## config.mk

```make
export PLATFORM = sky130hd
export DESIGN_NAME = watchdog_timer_control
export DESIGN_NICKNAME = d
export VERILOG_FILES = /design/src/design/wdt_pkg.sv /design/src/design/lposc_tick.sv /design/src/design/watchdog_timer_control.sv
export SDC_FILE = /design/constraint.sdc
export NUM_CORES = 1
export LEC_CHECK = 0
export BUFFER_PORTS_ARGS = -buffer_cell sky130_fd_sc_hd__buf_2
export CAP_MARGIN = 40
export CELL_PAD_IN_SITES_DETAIL_PLACEMENT = 1
export CELL_PAD_IN_SITES_GLOBAL_PLACEMENT = 1
export CORE_MARGIN = 5
export CORE_UTILIZATION = 29
export CTS_CLUSTER_DIAMETER = 80
export DETAILED_ROUTE_END_ITERATION = 8
export PLACE_DENSITY_LB_ADDON = 0.1
export SETUP_SLACK_MARGIN = 0.1
export SLEW_MARGIN = 20
export SYNTH_ARGS = -nofsm -noshare
export SYNTH_HDL_FRONTEND = slang
export SYNTH_SLANG_ARGS = --single-unit
```

## constraint.sdc

```tcl
create_clock -name clk_i -period 14.1 [get_ports clk_i]
set_input_delay 0.705 -clock clk_i [delete_from_list [all_inputs] [get_ports clk_i]]
set_output_delay 0.705 -clock clk_i [all_outputs]
set_load 0.02 [all_outputs]
```

## src/design/wdt_pkg.sv

```systemverilog
//
// Summary of operation
// - Count only on low-power oscillator ticks
// - Uncleared time-out resets the device
// - Postscaler selects the time-out length
// - Time-out in Sleep or Idle wakes device
// - Only key 0x5743, 16-bit write, clears count
// - Key field bits 31-16 write-only, reads zero
// - Bit 15 enables module, resets to zero
// - Forced-enable fuse overrides the enable bit
// - Bits 12-8 show run postscale from configuration
// - Bit 0 selects windowed mode, resets zero
// - Bits 7-1 and 14-13 read zero
// - Clear, set, invert aliases at 0x4, 0x8, 0xC
package wdt_pkg;

   // Register byte addresses
   localparam logic [15:0] ADDR_CONTROL = 16'hF600;
   localparam logic [15:0] ADDR_CONTROL_CLR = 16'hF604;
   localparam logic [15:0] ADDR_CONTROL_SET = 16'hF608;
   localparam logic [15:0] ADDR_CONTROL_INV = 16'hF60C;
   localparam logic [15:0] ADDR_STATUS = 16'hF610;
   localparam logic [15:0] ADDR_MASK = 16'hF614;
   localparam logic [15:0] ADDR_COUNT = 16'hF618;

   // Control register fields
   localparam int KEY_LSB = 16;
   localparam int ON_BIT = 15;
   localparam int DIV_LSB = 8;
   localparam int WIN_BIT = 0;
   localparam logic [15:0] CLEAR_KEY = 16'h5743;

   // Configuration word fields
   localparam int FUSE_BIT = 23;
   localparam int PS_CFG_LSB = 0;
   localparam int PS_W = 5;
   localparam logic [4:0] PS_MAX = 5'h14;

   // Status and mask bits
   localparam int ST_W = 3;
   localparam int ST_TIMEOUT = 0;
   localparam int ST_WAKE = 1;
   localparam int ST_WINFAULT = 2;
   localparam logic [ST_W-1:0] ST_RESET = 3'h0;

   // Low-power oscillator tick rate
   localparam longint CLK_HZ = 125000000;
   localparam longint LPOSC_HZ = 32000;
   localparam int LPOSC_DIV = int'(CLK_HZ / LPOSC_HZ);

   // Counter width covers the longest postscale (2^20 ticks)
   localparam int CNT_W = 21;

   // Window opens for the last quarter of the period
   localparam int WIN_SHIFT = 2;

endpackage : wdt_pkg

```

## src/design/lposc_tick.sv

```systemverilog
module lposc_tick #(
   parameter int DIV = wdt_pkg::LPOSC_DIV
) (
   // Clock and reset
   input wire logic clk_i,
   input wire logic rst_i,
   // Control
   input wire logic run_i,
   // Tick
   output logic tick_o
);

   logic [15:0] div_reg;

   // Stands in for the low-power oscillator edge as a clock enable
   always_ff @(posedge clk_i) begin
      if (rst_i || !run_i) begin
         div_reg <= 16'h0000;
         tick_o <= 1'b0;
      end else if (div_reg == 16'(DIV - 1)) begin
         div_reg <= 16'h0000;
         tick_o <= 1'b1;
      end else begin
         div_reg <= div_reg + 16'h0001;
         tick_o <= 1'b0;
      end
   end

endmodule : lposc_tick

```

## src/design/watchdog_timer_control.sv

```systemverilog
module watchdog_timer_control #(
   parameter int LPOSC_DIV = wdt_pkg::LPOSC_DIV
) (
   // Clock and reset
   input wire logic clk_i,
   input wire logic rst_i,
   // Wishbone slave
   input wire logic cyc_i,
   input wire logic stb_i,
   input wire logic we_i,
   input wire logic [15:0] adr_i,
   input wire logic [3:0] sel_i,
   input wire logic [31:0] dat_i,
   output logic [31:0] dat_o,
   output logic ack_o,
   // Configuration word and power state
   input wire logic [31:0] device_config_word_one_i,
   input wire logic sleep_i,
   input wire logic idle_i,
   // Watchdog actions
   output logic device_reset_o,
   output logic wake_o,
   output logic irq_o
);

   ////////////////////////////////////////////////////////////////////////////
   // Configuration synchroniser and capture

   logic [31:0] cfg_meta_reg;
   logic [31:0] cfg_sync_reg;
   logic [1:0] cfg_wait_reg;
   logic cfg_valid_reg;
   logic [wdt_pkg::PS_W-1:0] run_postscale_value_reg;
   logic forced_enable_fuse_reg;

   always_ff @(posedge clk_i) begin
      cfg_meta_reg <= device_config_word_one_i;
      cfg_sync_reg <= cfg_meta_reg;
   end

   // Wait for the synchroniser to fill before latching the fuses
   always_ff @(posedge clk_i) begin
      if (rst_i) begin
         cfg_wait_reg <= 2'h0;
         cfg_valid_reg <= 1'b0;
      end else if (!cfg_valid_reg) begin
         cfg_wait_reg <= cfg_wait_reg + 2'h1;
         cfg_valid_reg <= (cfg_wait_reg == 2'h2);
      end
   end

   always_ff @(posedge clk_i) begin
      if (rst_i) begin
         run_postscale_value_reg <= 5'h00;
         forced_enable_fuse_reg <= 1'b0;
      end else if (!cfg_valid_reg && cfg_wait_reg == 2'h2) begin
         run_postscale_value_reg <=
            cfg_sync_reg[wdt_pkg::PS_CFG_LSB +: wdt_pkg::PS_W];
         forced_enable_fuse_reg <= cfg_sync_reg[wdt_pkg::FUSE_BIT];
      end
   end

   ////////////////////////////////////////////////////////////////////////////
   // Wishbone decode

   logic req;
   logic wr_fire;
   logic hit_ctrl;
   logic hit_clr;
   logic hit_set;
   logic hit_inv;
   logic hit_status;
   logic hit_mask;
   logic hit_count;
   logic key_write;

   assign req = cyc_i && stb_i;
   // Write acts at the edge where the master sees ack
   assign wr_fire = req && ack_o && we_i;
   assign hit_ctrl = (adr_i == wdt_pkg::ADDR_CONTROL);
   assign hit_clr = (adr_i == wdt_pkg::ADDR_CONTROL_CLR);
   assign hit_set = (adr_i == wdt_pkg::ADDR_CONTROL_SET);
   assign hit_inv = (adr_i == wdt_pkg::ADDR_CONTROL_INV);
   assign hit_status = (adr_i == wdt_pkg::ADDR_STATUS);
   assign hit_mask = (adr_i == wdt_pkg::ADDR_MASK);
   assign hit_count = (adr_i == wdt_pkg::ADDR_COUNT);

   // Key must arrive in one write covering both upper byte lanes
   assign key_write = wr_fire && hit_ctrl && (sel_i[3:2] == 2'b11)
      && (dat_i[wdt_pkg::KEY_LSB +: 16] == wdt_pkg::CLEAR_KEY);

   always_ff @(posedge clk_i) begin
      if (rst_i) begin
         ack_o <= 1'b0;
      end else begin
         ack_o <= req && !ack_o;
      end
   end

   ////////////////////////////////////////////////////////////////////////////
   // Control bits

   logic on_reg;
   logic window_mode_enable_reg;
   logic on_next;
   logic win_next;

   always_comb begin
      on_next = on_reg;
      win_next = window_mode_enable_reg;
      if (wr_fire) begin
         if (hit_ctrl && sel_i[1]) begin
            on_next = dat_i[wdt_pkg::ON_BIT];
         end
         if (hit_ctrl && sel_i[0]) begin
            win_next = dat_i[wdt_pkg::WIN_BIT];
         end
         if (hit_clr && sel_i[1] && dat_i[wdt_pkg::ON_BIT]) begin
            on_next = 1'b0;
         end
         if (hit_clr && sel_i[0] && dat_i[wdt_pkg::WIN_BIT]) begin
            win_next = 1'b0;
         end
         if (hit_set && sel_i[1] && dat_i[wdt_pkg::ON_BIT]) begin
            on_next = 1'b1;
         end
         if (hit_set && sel_i[0] && dat_i[wdt_pkg::WIN_BIT]) begin
            win_next = 1'b1;
         end
         if (hit_inv && sel_i[1] && dat_i[wdt_pkg::ON_BIT]) begin
            on_next = !on_reg;
         end
         if (hit_inv && sel_i[0] && dat_i[wdt_pkg::WIN_BIT]) begin
            win_next = !window_mode_enable_reg;
         end
      end
   end

   always_ff @(posedge clk_i) begin
      if (rst_i) begin
         on_reg <= 1'b0;
         window_mode_enable_reg <= 1'b0;
      end else begin
         on_reg <= on_next;
         window_mode_enable_reg <= win_next;
      end
   end

   ////////////////////////////////////////////////////////////////////////////
   // Time base and counter

   logic wdt_run;
   logic lp_tick;
   logic [wdt_pkg::CNT_W-1:0] count_reg;
   logic [wdt_pkg::CNT_W-1:0] period_last;
   logic [wdt_pkg::CNT_W-1:0] window_start;
   logic [wdt_pkg::PS_W-1:0] ps_eff;
   logic expire;
   logic early_key;

   // Hold off until the fuses are known
   assign wdt_run = cfg_valid_reg && (forced_enable_fuse_reg || on_reg);

   lposc_tick #(
      .DIV(LPOSC_DIV)
   ) u_lposc_tick (
      .clk_i(clk_i),
      .rst_i(rst_i),
      .run_i(wdt_run),
      .tick_o(lp_tick)
   );

   // Settings past the longest period are clamped to it
   assign ps_eff = (run_postscale_value_reg > wdt_pkg::PS_MAX) ?
      wdt_pkg::PS_MAX : run_postscale_value_reg;
   assign period_last = (wdt_pkg::CNT_W'(1) << ps_eff) - wdt_pkg::CNT_W'(1);
   assign window_start = period_last - (period_last >> wdt_pkg::WIN_SHIFT);
   assign expire = wdt_run && lp_tick && (count_reg == period_last);
   assign early_key = key_write && wdt_run && window_mode_enable_reg
      && (count_reg < window_start);

   always_ff @(posedge clk_i) begin
      if (rst_i || !wdt_run) begin
         count_reg <= '0;
      end else if (key_write || expire) begin
         count_reg <= '0;
      end else if (lp_tick) begin
         count_reg <= count_reg + wdt_pkg::CNT_W'(1);
      end
   end

   ////////////////////////////////////////////////////////////////////////////
   // Reset and wake actions

   logic low_power;

   assign low_power = sleep_i || idle_i;

   always_ff @(posedge clk_i) begin
      if (rst_i) begin
         device_reset_o <= 1'b0;
         wake_o <= 1'b0;
      end else begin
         device_reset_o <= (expire && !low_power) || early_key;
         wake_o <= expire && low_power;
      end
   end

   ////////////////////////////////////////////////////////////////////////////
   // Event status and interrupt

   logic [wdt_pkg::ST_W-1:0] status_reg;
   logic [wdt_pkg::ST_W-1:0] mask_reg;
   logic [wdt_pkg::ST_W-1:0] events;
   logic [wdt_pkg::ST_W-1:0] w1c;

   assign events[wdt_pkg::ST_TIMEOUT] = expire && !low_power;
   assign events[wdt_pkg::ST_WAKE] = expire && low_power;
   assign events[wdt_pkg::ST_WINFAULT] = early_key;
   assign w1c = (wr_fire && hit_status && sel_i[0]) ?
      dat_i[wdt_pkg::ST_W-1:0] : '0;

   // New event beats a same-cycle clear
   always_ff @(posedge clk_i) begin
      if (rst_i) begin
         status_reg <= wdt_pkg::ST_RESET;
      end else begin
         status_reg <= (status_reg & ~w1c) | events;
      end
   end

   always_ff @(posedge clk_i) begin
      if (rst_i) begin
         mask_reg <= wdt_pkg::ST_RESET;
      end else if (wr_fire && hit_mask && sel_i[0]) begin
         mask_reg <= dat_i[wdt_pkg::ST_W-1:0];
      end
   end

   assign irq_o = |(status_reg & mask_reg);

   ////////////////////////////////////////////////////////////////////////////
   // Read data

   logic [31:0] ctrl_view;

   always_comb begin
      ctrl_view = 32'h0000_0000;
      ctrl_view[wdt_pkg::ON_BIT] = on_reg;
      ctrl_view[wdt_pkg::DIV_LSB +: wdt_pkg::PS_W] = run_postscale_value_reg;
      ctrl_view[wdt_pkg::WIN_BIT] = window_mode_enable_reg;
   end

   // Aliases read back the control value; unmapped reads give zero
   always_ff @(posedge clk_i) begin
      if (rst_i) begin
         dat_o <= 32'h0000_0000;
      end else if (req && !ack_o) begin
         if (hit_ctrl || hit_clr || hit_set || hit_inv) begin
            dat_o <= ctrl_view;
         end else if (hit_status) begin
            dat_o <= {29'h0, status_reg};
         end else if (hit_mask) begin
            dat_o <= {29'h0, mask_reg};
         end else if (hit_count) begin
            dat_o <= {11'h000, count_reg};
         end else begin
            dat_o <= 32'h0000_0000;
         end
      end
   end

endmodule : watchdog_timer_control

```

==> out/qor.txt, run 1 <==
DR iter-0 viols: 198
grt met1 use: 20.9%
largest net degree at the start of global routing: 44
# diodes: 0
CTS Root Cell: clkbuf_16
number of cells produced by synthesis: 751
DR vias/cell: 5.14
PostCTS Resize Cnt: 0
latest clock arrival within the worst-skew pair: 340 ps
Avg Inst Size Synth: 7.96 µm²
CP cell instances: buf_4 -> or3_1 -> or2_2 -> ha_1 -> buf_4 -> nand2_1 -> o21ai_0 -> a22oi_1 -> inv_1 -> ha_1 -> a21oi_1 -> o22ai_1 -> or2_2 -> a221o_1 -> a221oi_1 -> a21oi_1 -> a21boi_0 -> ha_1 -> and3_1 -> and4_1 -> nand4_1 -> o311ai_0 -> buf_2 -> o31ai_1
CP delay by family, top: compound AO/OA/AOI/OAI gates
most frequent cell after synthesis: nor2_1
Die Ht: 154 µm
Min Clock Period, post-route: 6420 ps
most used routing layer: met2
gr usage total: 15.9%
vias in the first global route: 5787
worst min-delay path category: flip-flop to flip-flop
Util after Layout: 34.0%
leading area contributor after synthesis: dfxtp_1
met3 Resource Use GR: 2.87%
maximum capacitance violations: 0
max incr delay on CP: 480 ps
first-pass GRT wire length: 30600 µm
critical path endpoint category: flip-flop
ys flop type: dfxtp_1
ys async rst share: 0%
Slew @ Worst Pin: 774 ps
CTS Buffer Depth: 2
P_leak: 0.00285 µW
Final Wtd Congestion: 0.817
RSZ-0062 raised after global routing: false
Buf/Inv on CP: 4
Rows: 52
wire per inst: 17.7 µm
post-DP HPWL: 14700 µm
period utilization: 45.5%
Boundary Pins: 127
worst rel slew slack: 48.3%
Post-DRT Antenna Nets: 0
top cell type's share of synthesized area: 30.5%
Min Hold Slack: 328 ps
crit-path max FO: 28
Peak Freq: 156 MHz
CTS H-tree lvls: 3
# DRC: 0
CTS Buf Count: 9
CTS sink count: 91
CP Data Required Time: 14330 ps
hold depth: 0
via count: 5566
GR Layer Usage met2: 27.6%
count of TritonRoute iterations in the first routing pass: 4
status: completed
power per cell area: 229 nW/µm²
global route total overflow: 0
NumNets Final: 938
Yosys warning count: 0
CTS tree: yes
Buffers on Ports: 77
synthesized flop and latch total: 91
Distinct cells, synth: 65
Syn-to-layout area delta: 15.3%
critical path's most frequent cell: ha_1
ranking of synthesized cells by area: dfxtp_1 30%, ha_1 8.2%, nor2_1 6.0%, xor2_1 5.1%, xnor2_1 3.8%
R2R depth: 24
slowest CP cell: dfxtp_1
Critical Path AT: 6650 ps
Setup CP Type: flip-flop to flip-flop
Setup Total Neg Slack: 0 ps
Synth top cells by count: 95 x nor2_1, 91 x dfxtp_1, 52 x nand2_1
WP depth: 24
initial core utilization: 29.5%
Final Max Slew Viols: 0
Post-synth EDFFs: 0
# hold bufs at CTS: 0
Post-Syn Area: 5980 µm²
core outline area: 20300 µm²
register area share after synthesis: 30.5%
Die X: 154 µm
die area: 23600 µm²
skew final: 9.85 ps
Setup Viol. Count Final: 0
CP Launch Type: flip-flop
setup bufs post-CTS: 0
final WL: 19100 µm
clk slew on worst S/H paths: 70 ps
final hold vios: 0
share of post-route cells with drive strength above 1: 14.3%
initial antenna violation count: 0
VDD IR-drop max: 0.0000810 V
-- cell usage in the layout (no fill, tap or decap), types with 8 or more instances in the layout --
cell       Yosys  routed
nand2_1       52      52
or2_2          9       9
nor3_1        21      21
clkbuf_16      0       9
nand4_1       15      15
inv_1         24      24
nor2_1        95      95
nand2b_1       8       8
and2_1         9       9
dfxtp_1       91      91
a221oi_1       8       8
a31oi_1        8       8
nand3_1       31      31
buf_4         11       9
and3_1        18      18
mux2i_1       12      12
nor2b_1       12      12
a21oi_1       28      28
ha_1          39      39
a21o_1        12      12
xnor2_1       26      26
nor4_1         8       8
conb_1         1      11
o21a_1         9       9
a22oi_1       16      16
xor2_1        35      35
buf_2          4      78
o21ai_0       33      33
-- final timing paths --
check | start | to | slack, ps
worst max-delay path | run_postscale_value_reg[1] | device_reset_o | 7680
worst min register to register | cfg_meta_reg[23] | cfg_sync_reg[23] | 330
worst max register to register | run_postscale_value_reg[1] | device_reset_o | 7680
worst min-delay path | cfg_meta_reg[23] | cfg_sync_reg[23] | 330
-- worst register-to-register path: cells and delay by family (launching register included) --
| kind | cells | cell delay (ps) |
|---|---|---|
| AOI/OAI and AO/OA | 10 | 2400 |
| buffers and inverters | 4 | 860 |
| and+or+nand+nor | 7 | 1670 |
| adders and majority gates | 3 | 900 |
| DFF | 1 | 480 |
-- stage by stage --
stage                     instance area [µm²]  total power, µW  worst slack, ps  cells
after floorplan                          6020             1060             8470    761
after global placement                   6560             1290             7390   1064
after detailed placement                 6570             1330             7590   1065
after CTS                                6870             1600             7580   1081
after global routing                     6890             1730             7210   1082
final                                    6890             1580             7680   1082
-- routing by layer --
metal	wire length, µm	part of all wire [%]
met1	9000	47
met2	9370	49
met3	623	3.3
met4	114	0.60
met5	0	0
-- area by class of cell --
cell class | instances | area [µm²]
fill | 2488 | 13400
multi-input combinational | 592 | 3850
sequential | 91 | 1820
timing repair buffer | 88 | 478
tap | 270 | 338
clock buffer | 10 | 229
inverter | 25 | 93.8
clock inverter | 6 | 77.6
-- power breakdown --
group          internal (µW)  total, µW  leakage [µW]  switching [µW]
Clock                    141        250      0.000148             109
Sequential               266        275      0.000739            8.72
Combinational            443       1050       0.00197             609
-- cell families (layout without fill, tap and decap cells) --
| family | Yosys count | after routing | share of synthesized area (%) |
|---|---|---|---|
| AND/OR/NAND/NOR | 315 | 315 | 26.8 |
| AO/OA/AOI/OAI | 151 | 151 | 16.9 |
| flip-flops | 91 | 91 | 30.5 |
| buffers and inverters | 78 | 129 | 5.80 |
| XOR/XNOR | 62 | 62 | 9.31 |
| adder cells (fa/ha/maj) | 41 | 41 | 8.66 |
| multiplexers | 12 | 12 | 2.01 |
| other | 1 | 11 | 0.0627 |
No activity file was read; power rests on OpenSTA's default activity.
==> run 2: changes to the inputs <==
clock period = 5.92 ns   (was 14.1 ns; I/O delays follow)
==> run 2 against run 1 <==
Effect of this change: clock power rose to 2.7 times the previous value; first-iteration DRC count up 6.1%; power increased by 150%.
==> out/qor.txt, run 2 (synthesized netlist as in run 1, its figures left out) <==
R2R depth: 21 (-13%)
reg-to-reg critical path startpoint: run_postscale_value_reg[1]
die area: 23600 µm² (unchanged)
NumNets Final: 945 (+0.75%)
initial core utilization: 29.5% (unchanged)
final WL: 19100 µm (+0.15%)
global route total overflow: 0 (unchanged)
Slew @ Worst Pin: 755 ps (-18.2 ps)
Post-DRT Antenna Nets: 0 (unchanged)
RR Endpoint: device_reset_o
RSZ-0062 raised after global routing: false
crit-path max FO: 3 (-89%)
Setup Viol. Count Final: 0 (unchanged)
Rows: 52 (unchanged)
Final Wtd Congestion: 0.761 (-6.9%)
Boundary Pins: 127 (unchanged)
core outline area: 20300 µm² (unchanged)
CTS Root Cell: clkbuf_16
Peak Freq: 181 MHz (+16%)
power per cell area: 559 nW/µm² (+140%)
CTS tree: yes
slowest CP cell: or4_1
# diodes: 0 (unchanged)
CTS sink count: 91 (unchanged)
wire per inst: 17.6 µm (-0.50%)
Setup Total Neg Slack: 0 ps (unchanged)
period utilization: 93.3% (+48 points)
most common library cell in the layout ignoring fill and taps: nor2_1
clk slew on worst S/H paths: 70 ps (about the same)
gr usage total: 15.9% (-0.035 points)
most frequent cells in the layout: 95 x nor2_1, 91 x dfxtp_1, 77 x buf_2
Critical Path Source: run_postscale_value_reg[1]
worst rel slew slack: 49.6% (+1.3 points)
r2r setup slk: 400 ps (-7280 ps)
share of post-route cells with drive strength above 1: 15.3% (+0.98 points)
DR iter-0 viols: 210 (+6.1%)
Buffers on Ports: 77 (unchanged)
critical path's most frequent cell: ha_1
final hold vios: 0 (unchanged)
worst slack at placement: 194 ps (-7400 ps)
Setup CP Type: flip-flop to flip-flop
CP Launch Type: flip-flop
CP delay by family, top: compound AO/OA/AOI/OAI gates
status: completed
count of TritonRoute iterations in the first routing pass: 4 (unchanged)
latest clock arrival within the worst-skew pair: 340 ps (about the same)
largest net degree at the start of global routing: 44 (unchanged)
DR vias/cell: 5.19 (+0.86%)
P_leak: 0.00291 µW (+2.1%)
Multi-input gate area: 3860 µm² (+0.26%)
Final Max Slew Viols: 0 (unchanged)
hold depth: 1 (+1)
Syn-to-layout area delta: 17.0%
CP Data Required Time: 6140 ps (-8190 ps)
Die Ht: 154 µm (unchanged)
CTS Buf Count: 9 (unchanged)
Critical Path AT: 5740 ps (-910 ps)
Filler cells: 2529 (+1.6%)
worst min-delay path category: input port to flip-flop
CP cell instances: or3_1 -> or2_2 -> ha_1 -> or4_1 -> o21ai_0 -> a22oi_1 -> ha_1 -> a21oi_1 -> o22ai_1 -> or2_2 -> a221o_1 -> a221oi_2 -> a21oi_1 -> a21boi_0 -> ha_1 -> and3_1 -> and4_1 -> nand4_1 -> o311ai_1 -> buf_4 -> o31ai_1
first-pass GRT wire length: 30700 µm (+0.13%)
max incr delay on CP: 440 ps (-40 ps)
WHS Endpoint: cfg_meta_reg[1]
hold path start: device_config_word_one_i[1]
post-DP HPWL: 14900 µm (+1.4%)
CTS H-tree lvls: 3 (unchanged)
VDD IR-drop max: 0.000189 V (+130%)
CTS Buffer Depth: 2 (unchanged)
Final WS setup: 398 ps (-7280 ps)
Sequential Area: 1820 µm² (unchanged)
Tot Pwr: 3910 µW (+150%)
initial antenna violation count: 0 (unchanged)
Die X: 154 µm (unchanged)
Min Clock Period, post-route: 5520 ps (-899 ps)
vias in the first global route: 5792 (+0.086%)
critical path endpoint category: flip-flop
skew final: 6.89 ps (-2.96 ps)
maximum capacitance violations: 0 (unchanged)
# DRC: 0 (unchanged)
via count: 5650 (+1.5%)
Buf/Inv on CP: 1 (-3)
## run 2: cell types whose count changed in the layout (fill, tap and decap cells not counted)
cell / before / now
a21oi_1: 28 / 27
a21oi_2: 0 / 1
a221oi_1: 8 / 7
a221oi_2: 0 / 1
buf_2: 78 / 77
buf_4: 9 / 17
bufinv_16: 1 / 3
clkinvlp_4: 1 / 0
inv_8: 2 / 1
o311ai_0: 1 / 0
o311ai_1: 0 / 1
## run 2: final cells by class
| class | instances | share of cell area [%] |
|---|---|---|
| multi-input cells | 592 | 55.2 |
| flip-flops and latches | 91 | 26.0 |
| repair buffers | 95 | 7.62 |
| well taps | 270 | 4.83 |
| clock buffers | 10 | 3.27 |
| clock inverters | 6 | 1.70 |
| inverters | 25 | 1.34 |
## run 2: layer usage
metal  GRT usage [%]  up-vias  share of wire (%)
li1                -     2773                  -
met2            27.4       87                 49
met4            3.62        0                1.4
met3            2.67       18                3.6
met5               0        -                  0
met1            20.8     2772                 46
## run 2: worst max path at each step
stage	slack, ps	cells past startpoint	endpoint
2_1_floorplan	290	25	device_reset_o
3_3_place_gp	250	22	device_reset_o
3_5_place_dp	190	22	device_reset_o
4_1_cts	180	22	device_reset_o
5_1_grt	100	21	device_reset_o
6_report	400	21	device_reset_o
## run 2: what timing repair did
item	in CTS	in global routing
setup buffers	0	1
endpoints found under the hold margin	0	0
resized for setup	0	3
hold buffers	0	0
endpoints found under the setup margin	0	2
## run 2: metrics by stage
step	hold slack (ps)	instances	instance area, µm²	utilization, %
2_1_floorplan	310	761	6020	-
3_3_place_gp	314	1071	6610	32.6
3_5_place_dp	314	1071	6610	32.6
4_1_cts	42.4	1087	6960	34.3
5_1_grt	40.3	1089	7000	34.5
6_report	54.5	1089	7000	34.5
## run 2: power by group
group	internal (µW)	switching, µW
Combinational	1120	1470
Sequential	635	15.2
Clock	419	253
Total	2170	1740
## run 2: worst register-to-register path, cell delays in order (launching register included)
cell and delay [ps]:
dfxtp_1 330, or3_1 390, or2_2 320, ha_1 220, or4_1 440, o21ai_0 190, a22oi_1 170, ha_1 370
a21oi_1 210, o22ai_1 130, or2_2 320, a221o_1 420, a221oi_2 310, a21oi_1 140, a21boi_0 150, ha_1 310
and3_1 180, and4_1 240, nand4_1 100, o311ai_1 230, buf_4 180, o31ai_1 70
==> run 3: changes to the inputs <==
CTS_BUF_LIST = sky130_fd_sc_hd__clkbuf_8   (was unset)
TNS_END_PERCENT = 100   (was unset)
==> run 3 against run 2 <==
Effect of this change: first-iteration DRC count fell by 21%; fmax rose by 0.17%; cell area decreased by 1.2%; non-clock buffer count is 2 higher; global-route usage hardly changed; clock skew up 2.6 ps.
==> out/qor.txt, run 3 (synthesized netlist as in run 1, its figures left out) <==
status: completed
most common library cell in the layout ignoring fill and taps: nor2_1
final hold vios: 0 (unchanged)
Critical Path Source: run_postscale_value_reg[1]
crit-path max FO: 3 (unchanged)
clk slew on worst S/H paths: 90 ps (+20 ps)
P_leak: 0.00288 µW (-1.2%)
# DRC: 0 (unchanged)
global route total overflow: 0 (unchanged)
VDD IR-drop max: 0.000190 V (+0.46%)
worst min-delay path category: input port to flip-flop
CTS Root Cell: clkbuf_8
RR Endpoint: device_reset_o
Slew @ Worst Pin: 755 ps (-0.729 ps)
CP Launch Type: flip-flop
reg-to-reg critical path startpoint: run_postscale_value_reg[1]
Boundary Pins: 127 (unchanged)
skew final: 9.49 ps (+2.61 ps)
hold depth: 1 (unchanged)
CTS Buffer Depth: 2 (unchanged)
Tot Pwr: 3760 µW (-3.9%)
Post-DRT Antenna Nets: 0 (unchanged)
gr usage total: 15.9% (+0.023 points)
die area: 23600 µm² (unchanged)
# diodes: 0 (unchanged)
CP Data Required Time: 6170 ps (+30 ps)
period utilization: 93.1% (-0.16 points)
Setup CP Type: flip-flop to flip-flop
maximum capacitance violations: 0 (unchanged)
Setup Total Neg Slack: 0 ps (unchanged)
Peak Freq: 181 MHz (+0.17%)
latest clock arrival within the worst-skew pair: 360 ps (+20 ps)
CTS Buf Count: 9 (unchanged)
share of post-route cells with drive strength above 1: 15.2% (-0.037 points)
r2r setup slk: 410 ps (about the same)
Syn-to-layout area delta: 15.7%
Min Clock Period, post-route: 5510 ps (-9.28 ps)
vias in the first global route: 5813 (+0.36%)
CTS H-tree lvls: 3 (unchanged)
RSZ-0062 raised after global routing: false
Buffers on Ports: 77 (unchanged)
R2R depth: 21 (unchanged)
initial antenna violation count: 0 (unchanged)
Setup Viol. Count Final: 0 (unchanged)
post-DP HPWL: 14900 µm (unchanged)
CTS sink count: 91 (unchanged)
most frequent cells in the layout: 95 x nor2_1, 91 x dfxtp_1, 77 x buf_2
first-pass GRT wire length: 30600 µm (about the same)
Rows: 52 (unchanged)
core outline area: 20300 µm² (unchanged)
Critical Path AT: 5770 ps (+30 ps)
Final Max Slew Viols: 0 (unchanged)
DR iter-0 viols: 166 (-21%)
Final Wtd Congestion: 0.761 (unchanged)
NumNets Final: 947 (+0.21%)
CTS tree: yes
Setup crit end: device_reset_o
via count: 5663 (+0.23%)
DR vias/cell: 5.19 (about the same)
Die Ht: 154 µm (unchanged)
Util after Layout: 34.1% (-0.40 points)
count of TritonRoute iterations in the first routing pass: 4 (unchanged)
largest net degree at the start of global routing: 44 (unchanged)
worst rel slew slack: 49.7% (about the same)
wire per inst: 17.5 µm (-0.11%)
final WL: 19100 µm (about the same)
critical path endpoint category: flip-flop
initial core utilization: 29.5% (unchanged)
power per cell area: 543 nW/µm² (-2.8%)
Die X: 154 µm (unchanged)
[run 3: how the worst min path moves through the flow]
stage / end / startpoint / slack (ps)
after floorplan: cfg_sync_reg[0] / cfg_meta_reg[0] / 310
after global placement: cfg_sync_reg[0] / cfg_meta_reg[0] / 310
after detailed placement: cfg_sync_reg[0] / cfg_meta_reg[0] / 310
after CTS: cfg_meta_reg[23] / device_config_word_one_i[23] / 2
after global routing: cfg_meta_reg[2] / device_config_word_one_i[2] / 0.4
final: cfg_meta_reg[23] / device_config_word_one_i[23] / 30
[run 3: power breakdown]
part           internal, µW  switching (µW)
Sequential              634            15.4
Combinational          1120            1470
Clock                   285             234
Total                  2040            1720
[run 3: layout make-up]
class	instances	area, µm²
Fill cell	2551	13400
Clock inverter	7	123
Timing Repair Buffer	97	553
Inverter	25	93.8
Clock buffer	9	124
Multi-Input combinational cell	592	3860
Tap cell	270	338
Sequential cell	91	1820
[run 3: routing by layer]
metal,GRT usage (%),routed length [µm],up-vias
li1,-,-,2774
met1,20.7,8710,2773
met2,27.4,9380,91
met3,2.50,718,25
met4,4.12,332,0
met5,0,0,-
[run 3: repair_timing]
action	4_1_cts	5_1_grt
resized for setup	0	3
buffers inserted	0	1
hold endpoints to repair	0	2
hold buffers	0	2
endpoints found under the setup margin	0	2
[run 3: critical path: stages, from the launching register on]
cell	delay, ps
dfxtp_1	340
or3_1	390
or2_2	320
ha_1	220
or4_1	440
o21ai_0	190
a22oi_1	160
ha_1	360
a21oi_1	200
o22ai_1	130
or2_2	320
a221o_1	420
a221oi_2	310
a21oi_1	140
a21boi_0	150
ha_1	310
and3_1	180
and4_1	240
nand4_1	100
o311ai_1	230
buf_4	180
o31ai_1	70
[run 3: through the flow]
step | setup slack, ps | cells | hold WS (ps) | instance area (µm²)
floorplan | 291 | 761 | 310 | 6020
global placement | 253 | 1071 | 314 | 6610
detailed placement | 194 | 1071 | 314 | 6610
CTS | 178 | 1087 | 2.37 | 6860
global route | 93.6 | 1091 | 0.363 | 6920
finish | 407 | 1091 | 26.6 | 6920
